==> src/pnp_map.vh <==
// Purpose: Constants for the card configuration control block
// Assumes: 12-bit ISA I/O addresses, 8-bit data
// Notes:   Definitions only
`ifndef PNP_MAP_VH
`define PNP_MAP_VH

// Fixed configuration ports
`define ADDR_PORT    12'h279
`define WDATA_PORT   12'hA79
`define RD_HI_ZERO   2'h0
`define RD_LO_ONES   2'h3

// Card control register indexes
`define IDX_RD_PORT  8'h00
`define IDX_ISO      8'h01
`define IDX_CMD      8'h02
`define IDX_WAKE     8'h03
`define IDX_RES      8'h04
`define IDX_STATUS   8'h05
`define IDX_HANDLE   8'h06
`define IDX_LUNIT    8'h07

// Card command bits
`define CMD_LD_RESET 0
`define CMD_WAIT_KEY 1
`define CMD_CLR_HDL  2

// Isolation and key constants
`define ISO_FIRST    8'h55
`define ISO_SECOND   8'hAA
`define SENSE_FIRST  2'h1
`define SENSE_SECOND 2'h2
`define ID_BITS      7'h48
`define BIT_LAST     3'h7
`define KEY_SEED     8'h6A
`define KEY_LAST     5'h1F
`define LUNIT_VALUE  8'h00
`define SETTLE_CYC   2'h1

// Reset values
`define HANDLE_RST   8'h00
`define RD_PORT_RST  8'h00
`define INDEX_RST    8'h00
`define BYTE_ZERO    8'h00

`endif

==> src/resource_rom.v <==
// Purpose: Resource and serial identifier storage, registered read
// Assumes: Contents fixed at build time
// Notes:   First nine bytes are the serial identifier
`default_nettype none
`include "pnp_map.vh"

module resource_rom #(
  parameter AW = 5
) (
  // Clock and reset
  input  wire          core_clk,
  input  wire          nrst,
  // Read port
  input  wire [AW-1:0] addr,
  output reg  [7:0]    rd_data_q
);

  ////////////////////////////////////////////////////////////////////////
  // Table, values arbitrary
  function [7:0] rom_byte;
    input [AW-1:0] a;
    begin
      case (a)
        5'h00:   rom_byte = 8'h4C;
        5'h01:   rom_byte = 8'h1E;
        5'h02:   rom_byte = 8'h2D;
        5'h03:   rom_byte = 8'h3C;
        5'h04:   rom_byte = 8'h01;
        5'h05:   rom_byte = 8'h02;
        5'h06:   rom_byte = 8'h03;
        5'h07:   rom_byte = 8'h04;
        5'h08:   rom_byte = 8'h5A;
        5'h09:   rom_byte = 8'h0A;
        5'h0A:   rom_byte = 8'h10;
        5'h0B:   rom_byte = 8'h00;
        5'h0C:   rom_byte = 8'h15;
        5'h0D:   rom_byte = 8'h4C;
        5'h0E:   rom_byte = 8'h1E;
        5'h0F:   rom_byte = 8'h00;
        5'h10:   rom_byte = 8'h01;
        5'h11:   rom_byte = 8'h00;
        default: rom_byte = 8'h79;
      endcase
    end
  endfunction

  ////////////////////////////////////////////////////////////////////////
  // Registered read
  always @(posedge core_clk or negedge nrst) begin
    if (!nrst) begin
      rd_data_q <= `BYTE_ZERO;
    end else begin
      rd_data_q <= rom_byte(addr);
    end
  end

endmodule // resource_rom

`default_nettype wire

==> src/isa_card_config_control.v <==
// Purpose: Card control registers of a jumperless ISA card
// Assumes: ISA strobes and buses are asynchronous to core_clk
// Notes:   Writes and most read side effects at the trailing strobe edge; key reset by an address port read and read data driven at the leading edge
`default_nettype none
`include "pnp_map.vh"

module isa_card_config_control #(
  parameter ROM_AW = 5
) (
  // Clock and reset
  input  wire        core_clk,
  input  wire        nrst,
  // ISA I/O cycle pins
  input  wire [11:0] sa,
  input  wire        ior_n,
  input  wire        iow_n,
  input  wire [7:0]  sd_in,
  output reg  [7:0]  sd_out_q,
  output reg         sd_oe_q,
  // Card status
  output reg         ld_reset_q,
  output reg         cfg_mode_q
);

  ////////////////////////////////////////////////////////////////////////
  // States
  localparam [3:0] ST_WAIT_KEY = 4'h1;
  localparam [3:0] ST_SLEEP    = 4'h2;
  localparam [3:0] ST_ISOLATE  = 4'h4;
  localparam [3:0] ST_CONFIG   = 4'h8;

  ////////////////////////////////////////////////////////////////////////
  // Functions
  function [7:0] key_next;
    input [7:0] k;
    begin
      key_next = {k[0] ^ k[1], k[7:1]};
    end
  endfunction

  function sel;
    input [7:0] idx;
    input [7:0] code;
    begin
      sel = (idx == code);
    end
  endfunction

  ////////////////////////////////////////////////////////////////////////
  // Pin synchronisers
  reg [11:0] sa_s1_q;
  reg [11:0] sa_s2_q;
  reg [7:0]  sd_s1_q;
  reg [7:0]  sd_s2_q;
  reg        ior_s1_q;
  reg        ior_s2_q;
  reg        ior_s3_q;
  reg        iow_s1_q;
  reg        iow_s2_q;
  reg        iow_s3_q;

  always @(posedge core_clk or negedge nrst) begin
    if (!nrst) begin
      sa_s1_q  <= 12'h000;
      sa_s2_q  <= 12'h000;
      sd_s1_q  <= `BYTE_ZERO;
      sd_s2_q  <= `BYTE_ZERO;
      ior_s1_q <= 1'b1;
      ior_s2_q <= 1'b1;
      ior_s3_q <= 1'b1;
      iow_s1_q <= 1'b1;
      iow_s2_q <= 1'b1;
      iow_s3_q <= 1'b1;
    end else begin
      sa_s1_q  <= sa;
      sa_s2_q  <= sa_s1_q;
      sd_s1_q  <= sd_in;
      sd_s2_q  <= sd_s1_q;
      ior_s1_q <= ior_n;
      ior_s2_q <= ior_s1_q;
      ior_s3_q <= ior_s2_q;
      iow_s1_q <= iow_n;
      iow_s2_q <= iow_s1_q;
      iow_s3_q <= iow_s2_q;
    end
  end

  ////////////////////////////////////////////////////////////////////////
  // Control state
  reg [3:0]        state_q;
  reg [7:0]        index_q;
  reg [7:0]        rd_port_q;
  reg [7:0]        handle_q;
  reg [4:0]        key_cnt_q;
  reg [7:0]        key_exp_q;
  reg [6:0]        bit_cnt_q;
  reg              pair2_q;
  reg              sensed_q;
  reg [ROM_AW-1:0] ptr_q;
  reg [1:0]        settle_q;
  reg              rdy_q;

  wire [7:0] rom_q;

  ////////////////////////////////////////////////////////////////////////
  // Cycle decode
  wire wr_ev  = iow_s2_q & ~iow_s3_q;
  wire rd_beg = ~ior_s2_q & ior_s3_q;
  wire rd_end = ior_s2_q & ~ior_s3_q;

  wire awake    = (state_q != ST_WAIT_KEY);
  wire in_iso   = (state_q == ST_ISOLATE);
  wire in_cfg   = (state_q == ST_CONFIG);
  wire hit_addr = (sa_s2_q == `ADDR_PORT);
  wire hit_wdat = awake & (sa_s2_q == `WDATA_PORT);
  wire hit_rdat = awake & (sa_s2_q[11:10] == `RD_HI_ZERO) &
                  (sa_s2_q[9:2] == rd_port_q) &
                  (sa_s2_q[1:0] == `RD_LO_ONES);

  wire       id_done = (bit_cnt_q == `ID_BITS);
  wire       cur_bit = rom_q[bit_cnt_q[2:0]];
  wire [7:0] wdata   = sd_s2_q;
  wire       iso_rd  = in_iso & ~id_done & sel(index_q, `IDX_ISO);
  wire       res_rd  = in_cfg & sel(index_q, `IDX_RES);

  ////////////////////////////////////////////////////////////////////////
  // Resource and identifier storage
  resource_rom #(
    .AW        (ROM_AW)
  ) u_rom (
    .core_clk  (core_clk),
    .nrst      (nrst),
    .addr      (ptr_q),
    .rd_data_q (rom_q)
  );

  ////////////////////////////////////////////////////////////////////////
  // Register and state logic
  wire wake_wr  = hit_wdat & wr_ev & sel(index_q, `IDX_WAKE);
  wire ptr_step = wake_wr | (hit_rdat & rd_end & (iso_rd | res_rd));

  always @(posedge core_clk or negedge nrst) begin
    if (!nrst) begin
      state_q    <= ST_WAIT_KEY;
      handle_q   <= `HANDLE_RST;
      ld_reset_q <= 1'b1;
      index_q    <= `INDEX_RST;
      rd_port_q  <= `RD_PORT_RST;
      key_cnt_q  <= 5'h00;
      key_exp_q  <= `KEY_SEED;
      bit_cnt_q  <= 7'h00;
      pair2_q    <= 1'b0;
      sensed_q   <= 1'b0;
      ptr_q      <= {ROM_AW{1'b0}};
      settle_q   <= `SETTLE_CYC;
      rdy_q      <= 1'b0;
    end else begin
      ld_reset_q <= 1'b0;

      // Unlock key checker
      if (!awake && hit_addr && (wr_ev || rd_beg)) begin
        if (wr_ev && wdata == key_exp_q) begin
          if (key_cnt_q == `KEY_LAST) begin
            state_q   <= ST_SLEEP;
            key_cnt_q <= 5'h00;
            key_exp_q <= `KEY_SEED;
          end else begin
            key_cnt_q <= key_cnt_q + 5'h01;
            key_exp_q <= key_next(key_exp_q);
          end
        end else if (wr_ev && wdata == `KEY_SEED) begin
          key_cnt_q <= 5'h01;
          key_exp_q <= key_next(`KEY_SEED);
        end else begin
          key_cnt_q <= 5'h00;
          key_exp_q <= `KEY_SEED;
        end
      end

      // Index selection
      if (awake && hit_addr && wr_ev) begin
        index_q <= wdata;
      end

      // Register writes
      if (hit_wdat && wr_ev) begin
        case (index_q)
          `IDX_RD_PORT: begin
            rd_port_q <= wdata;
          end
          `IDX_CMD: begin
            if (wdata[`CMD_LD_RESET]) begin
              ld_reset_q <= 1'b1;
            end
            if (wdata[`CMD_WAIT_KEY]) begin
              state_q   <= ST_WAIT_KEY;
              key_cnt_q <= 5'h00;
              key_exp_q <= `KEY_SEED;
            end
            if (wdata[`CMD_CLR_HDL]) begin
              handle_q <= `HANDLE_RST;
            end
          end
          `IDX_WAKE: begin
            ptr_q    <= {ROM_AW{1'b0}};
            if (wdata == handle_q) begin
              if (state_q == ST_SLEEP) begin
                if (wdata == `BYTE_ZERO) begin
                  state_q   <= ST_ISOLATE;
                  bit_cnt_q <= 7'h00;
                  pair2_q   <= 1'b0;
                  sensed_q  <= 1'b0;
                end else begin
                  state_q <= ST_CONFIG;
                end
              end
            end else if (in_iso || in_cfg) begin
              state_q <= ST_SLEEP;
            end
          end
          `IDX_HANDLE: begin
            if (in_iso || in_cfg) begin
              handle_q <= wdata;
              state_q  <= ST_CONFIG;
            end
          end
          default: begin
            index_q <= index_q;
          end
        endcase
      end

      // Read side effects
      if (hit_rdat && rd_end) begin
        if (iso_rd) begin
          if (!pair2_q) begin
            pair2_q  <= 1'b1;
            sensed_q <= ~cur_bit &
                        (sd_s2_q[1:0] == `SENSE_FIRST);
          end else begin
            pair2_q <= 1'b0;
            if (~cur_bit && sensed_q &&
                sd_s2_q[1:0] == `SENSE_SECOND) begin
              state_q <= ST_SLEEP;
            end else begin
              bit_cnt_q <= bit_cnt_q + 7'h01;
              if (bit_cnt_q[2:0] == `BIT_LAST) begin
                ptr_q    <= ptr_q + {{(ROM_AW-1){1'b0}}, 1'b1};
              end
            end
          end
        end else if (res_rd) begin
          ptr_q    <= ptr_q + {{(ROM_AW-1){1'b0}}, 1'b1};
        end
      end

      // Ready flag after storage latency
      if (ptr_step) begin
        settle_q <= `SETTLE_CYC;
        rdy_q    <= 1'b0;
      end else begin
        if (settle_q != 2'h0) begin
          settle_q <= settle_q - 2'h1;
        end
        rdy_q <= (settle_q == 2'h0);
      end
    end
  end

  ////////////////////////////////////////////////////////////////////////
  // Read data drive
  always @(posedge core_clk or negedge nrst) begin
    if (!nrst) begin
      sd_out_q <= `BYTE_ZERO;
      sd_oe_q  <= 1'b0;
    end else begin
      if (rd_end) begin
        sd_oe_q <= 1'b0;
      end else if (hit_rdat && rd_beg) begin
        case (index_q)
          `IDX_ISO: begin
            sd_oe_q  <= iso_rd & cur_bit;
            sd_out_q <= pair2_q ? `ISO_SECOND : `ISO_FIRST;
          end
          `IDX_RES: begin
            sd_oe_q  <= in_cfg;
            sd_out_q <= rom_q;
          end
          `IDX_STATUS: begin
            sd_oe_q  <= in_cfg;
            sd_out_q <= {7'h00, rdy_q};
          end
          `IDX_HANDLE: begin
            sd_oe_q  <= in_cfg;
            sd_out_q <= handle_q;
          end
          `IDX_LUNIT: begin
            sd_oe_q  <= in_cfg;
            sd_out_q <= `LUNIT_VALUE;
          end
          default: begin
            sd_oe_q  <= 1'b0;
            sd_out_q <= `BYTE_ZERO;
          end
        endcase
      end
    end
  end

  ////////////////////////////////////////////////////////////////////////
  // Status output
  always @(posedge core_clk or negedge nrst) begin
    if (!nrst) begin
      cfg_mode_q <= 1'b0;
    end else begin
      cfg_mode_q <= in_cfg;
    end
  end

endmodule // isa_card_config_control

`default_nettype wire

==> config.mk <==
export PLATFORM = sky130hd
export DESIGN_NAME = isa_card_config_control
export DESIGN_NICKNAME = d
export VERILOG_FILES = /design/src/resource_rom.v /design/src/isa_card_config_control.v
export VERILOG_INCLUDE_DIRS = /design/src /design/src/src
export SDC_FILE = /design/constraint.sdc
export NUM_CORES = 1
export LEC_CHECK = 0
export ABC_AREA = 1
export BUFFER_PORTS_ARGS = -buffer_cell sky130_fd_sc_hd__buf_2
export CAP_MARGIN = 20
export CORE_ASPECT_RATIO = 0.6
export CORE_MARGIN = 4
export CORE_UTILIZATION = 35
export CTS_BUF_LIST = sky130_fd_sc_hd__clkbuf_4 sky130_fd_sc_hd__clkbuf_8
export CTS_CLUSTER_SIZE = 8
export DETAILED_ROUTE_END_ITERATION = 16
export PLACE_DENSITY = 0.62
export SLEW_MARGIN = 20
export SYNTH_ARGS = -nofsm -noshare
export SYNTH_HDL_FRONTEND = slang
export SYNTH_SLANG_ARGS = --single-unit
==> constraint.sdc <==
create_clock -name core_clk -period 3.3 [get_ports core_clk]
set_input_delay 0.165 -clock core_clk [delete_from_list [all_inputs] [get_ports core_clk]]
set_output_delay 0.165 -clock core_clk [all_outputs]
set_load 0.1 [all_outputs]
==> impl_results.md <==
- H-tree depth: 4
- Top-count cell post-synth: nand2_1
- Die X: ~180 um
- Total grt overflow: 0
- Crit path kind: reg2reg
- Setup crit end kind: flop
- HPWL after detailed placement: ~12,000 um
- Syn Area/Cell: 8.22 sq um
- CP arrival: approximately 2500 ps
- Fin crit share: 64.2%
- Post-CTS setup buffers: 0
- Unrepaired setup endpoints after global routing: false
- I/O pin count: 35
- Vias in the first global route: roughly 4,700
- Yosys Warn Count: 0
- CP Max Fanout: 6
- Top-area cell type share of the netlist area: 44.0%
- Setup TNS: 0 ps
- Yosys cell types: 43
- Layout Skew: around 13 ps
- CTS tree: built
- First-pass GRT wire length: between 20,000 and 30,000 um
- Max Cap Viol: 0
- DP Area: ~0.0066 sq mm
- CTS root buf: clkbuf_8
- Fin nets: around 860
- Maximum buffer depth of the clock tree: 2
- Initial Util: between 30 and 40%
- Worst Path Required: ~3600 ps
- CTS Buf Count: 17
- CORE AREA: roughly 0.017 sq mm
- Fin crit period: 2120 ps
- Asr flop ratio synth: 100%
- Startpoint types: flop
- Area delta synth->final: 17.5%
- Clk_lat worst skew: 460 ps
- Min-Delay Path Class: in2async
- Final hold violation count: 0
- Most frequent cells after synthesis: nand2_1, dfrtp_1, inv_1
- Diode count: 0
- Synth Net Count: roughly 800
- RePlAce Congestion: ~0.9
- GRT Util Overall: between 10% and 20%
- Row count: 37
- Die height: approximately 110 um
- Synth Instances: roughly 750
- Cell accounting for the most synthesized area: dfrtp_1
- Pre-antenna DRT Iters: 5
- Max-slew violations: 0
- Relative slew slack: 55.1%
- Post-route cell area: roughly 0.0073 sq mm
- Top cells by area, synth: dfrtp_1, nand2_1, dfstp_2, nand3_1, inv_1
- # DRC: 0
- Setup violations, final: 0
- Iter 0 DRT Violations: just under 500
- VDD IR max: between 0.2 and 0.3 mV
- WL per Instance: roughly 15 um
- Number of synthesized flops with an enable pin: 0
- Leak: 3.42 nW
- Port Buffers: 34
- Slew @ Worst Pin: about 670 ps
- DIE AREA: between 0.015 and 0.02 sq mm
- Seq cells post-synth: 122
- Seq/Total Area, Yosys: around half
- Vias: approximately 5,200
- DR vias/cell: 4.85
- Routed WL: about 16,000 um
- Power Density: between 400 and 500 mW/mm^2
- Clk sinks: approximately 120
- Top_reg_cell synth: dfrtp_1
- Initial antenna violation count: 0
- Layout cells sized above 1: 20.7%
- Status: completed
- FMAX: between 0.4 and 0.5 GHz
- Final antenna-violating net count: 0
- Syn Std Cell Area: between 0.006 and 0.007 sq mm
- Largest net degree at the start of global routing: 54
- Clock transition at the registers of the reported paths: around 80 ps
worst max-delay path: stages (launching register included):
cell	delay (ps)
dfstp_2	540
inv_1	50
nor2_2	180
inv_2	110
nor2_4	160
inv_2	60
nor3_1	400
nand2_1	250
nand2_1	110
nand2_1	50
nand2_1	50
nor2_1	40
placed cells by master (no fill, tap or decap), types with 3 or more instances in the layout:
cell	netlist	routed
bufinv_16	0	3
clkinvlp_4	0	3
nand2_1	204	204
nand3_1	60	60
nor2_4	6	6
clkinv_4	0	4
clkinv_2	0	4
nor3_1	3	3
xor2_1	7	7
nor2_2	16	16
nor3_2	5	5
inv_2	32	32
dfrtp_1	109	109
o21ai_0	28	28
nor2_1	60	60
clkbuf_8	0	17
a21oi_1	25	25
nand3_2	4	4
inv_1	78	78
a31oi_1	3	3
nand2_2	8	8
ha_1	13	13
dfstp_2	13	13
o21ai_1	20	20
nand4_1	15	15
xnor2_1	4	4
dlygate4sd3_1	0	23
buf_2	2	33
o21ai_2	12	12
per-layer routing:
metal | part of all wire, % | track usage, % | vias to the layer above
met1 | 53 | 27.6 | 2419
met2 | 35 | 19.6 | 219
met5 | 0 | 0 | -
met4 | 0.71 | 3.65 | 0
li1 | - | - | 2546
met3 | 11 | 7.15 | 13
power breakdown:
group | leakage [nW] | switching, mW | total [mW] | internal [mW]
combinational | 1.67 | 0.0843 | 0.135 | 0.0505
clock | 0.202 | 0.654 | 1.40 | 0.746
sequential | 1.54 | 0.0283 | 1.56 | 1.53
state kept, by name (all words and copies together), names as in the netlist, 8 cells and up:
| signal | cells |
|---|---|
| sd_s2_q | 8 |
| sa_s1_q | 12 |
| index_q | 8 |
| sd_out_q | 8 |
| rd_port_q | 8 |
| key_exp_q | 8 |
| sa_s2_q | 12 |
| handle_q | 8 |
| sd_s1_q | 8 |
cells by family (layout without fill, tap and decap cells):
kind of cell | Yosys count | count (layout) | synth area share [%]
buffers and inverters | 119 | 202 | 7.49
AO/OA/AOI/OAI | 94 | 94 | 8.66
adder cells (fa/ha/maj) | 13 | 13 | 2.62
XOR/XNOR | 11 | 11 | 1.55
AND/OR/NAND/NOR | 395 | 395 | 30.1
flip-flops | 122 | 122 | 49.5
path summary, 6_finish.rpt:
kind                                            from                     end  slack (ps)  depth (start not counted)
max in group asynchronous                       nrst  bit_cnt_q[6]$_DFF_PN0_        2190                          3
worst max register to register    iow_s2_q$_DFF_PN1_  bit_cnt_q[6]$_DFF_PN0_        1180                         11
worst min-delay path                            nrst    sa_s1_q[1]$_DFF_PN0_         280                          2
worst min register to register  sd_s1_q[4]$_DFF_PN0_    sd_s2_q[4]$_DFF_PN0_         350                          0
min in group core_clk                          sa[2]    sa_s1_q[2]$_DFF_PN0_         340                          2
worst max-delay path              iow_s2_q$_DFF_PN1_  bit_cnt_q[6]$_DFF_PN0_        1180                         11
stage by stage:
stage / setup slack [ps] / hold slack, ps / utilization [%] / cells / total power, mW
4_1_cts: 1220 / 287 / 42.2 / 1071 / 3.14
3_5_place_dp: 1250 / 241 / 38.5 / 1016 / 1.70
6_report: 1180 / 278 / 42.2 / 1071 / 3.09
5_1_grt: 1030 / 316 / 42.2 / 1071 / 3.24
2_1_floorplan: 1690 / -131 / - / 754 / 1.62
3_3_place_gp: 1190 / 239 / 38.5 / 1016 / 1.70
layout make-up:
class                      instances  area, sq um
clock buffer                      17          234
clock inverter                    15          176
tap                              234          293
fill                            1729         9980
timing repair buffer              59          430
inverter                         111          417
multi-input combinational        513         2660
sequential                       122         3070
what timing repair did:
item                      CTS  global route
hold endpoints to repair   62             0
hold buffers               23             0
gates resized for setup     0             0
(Power assumes the default switching activity.)
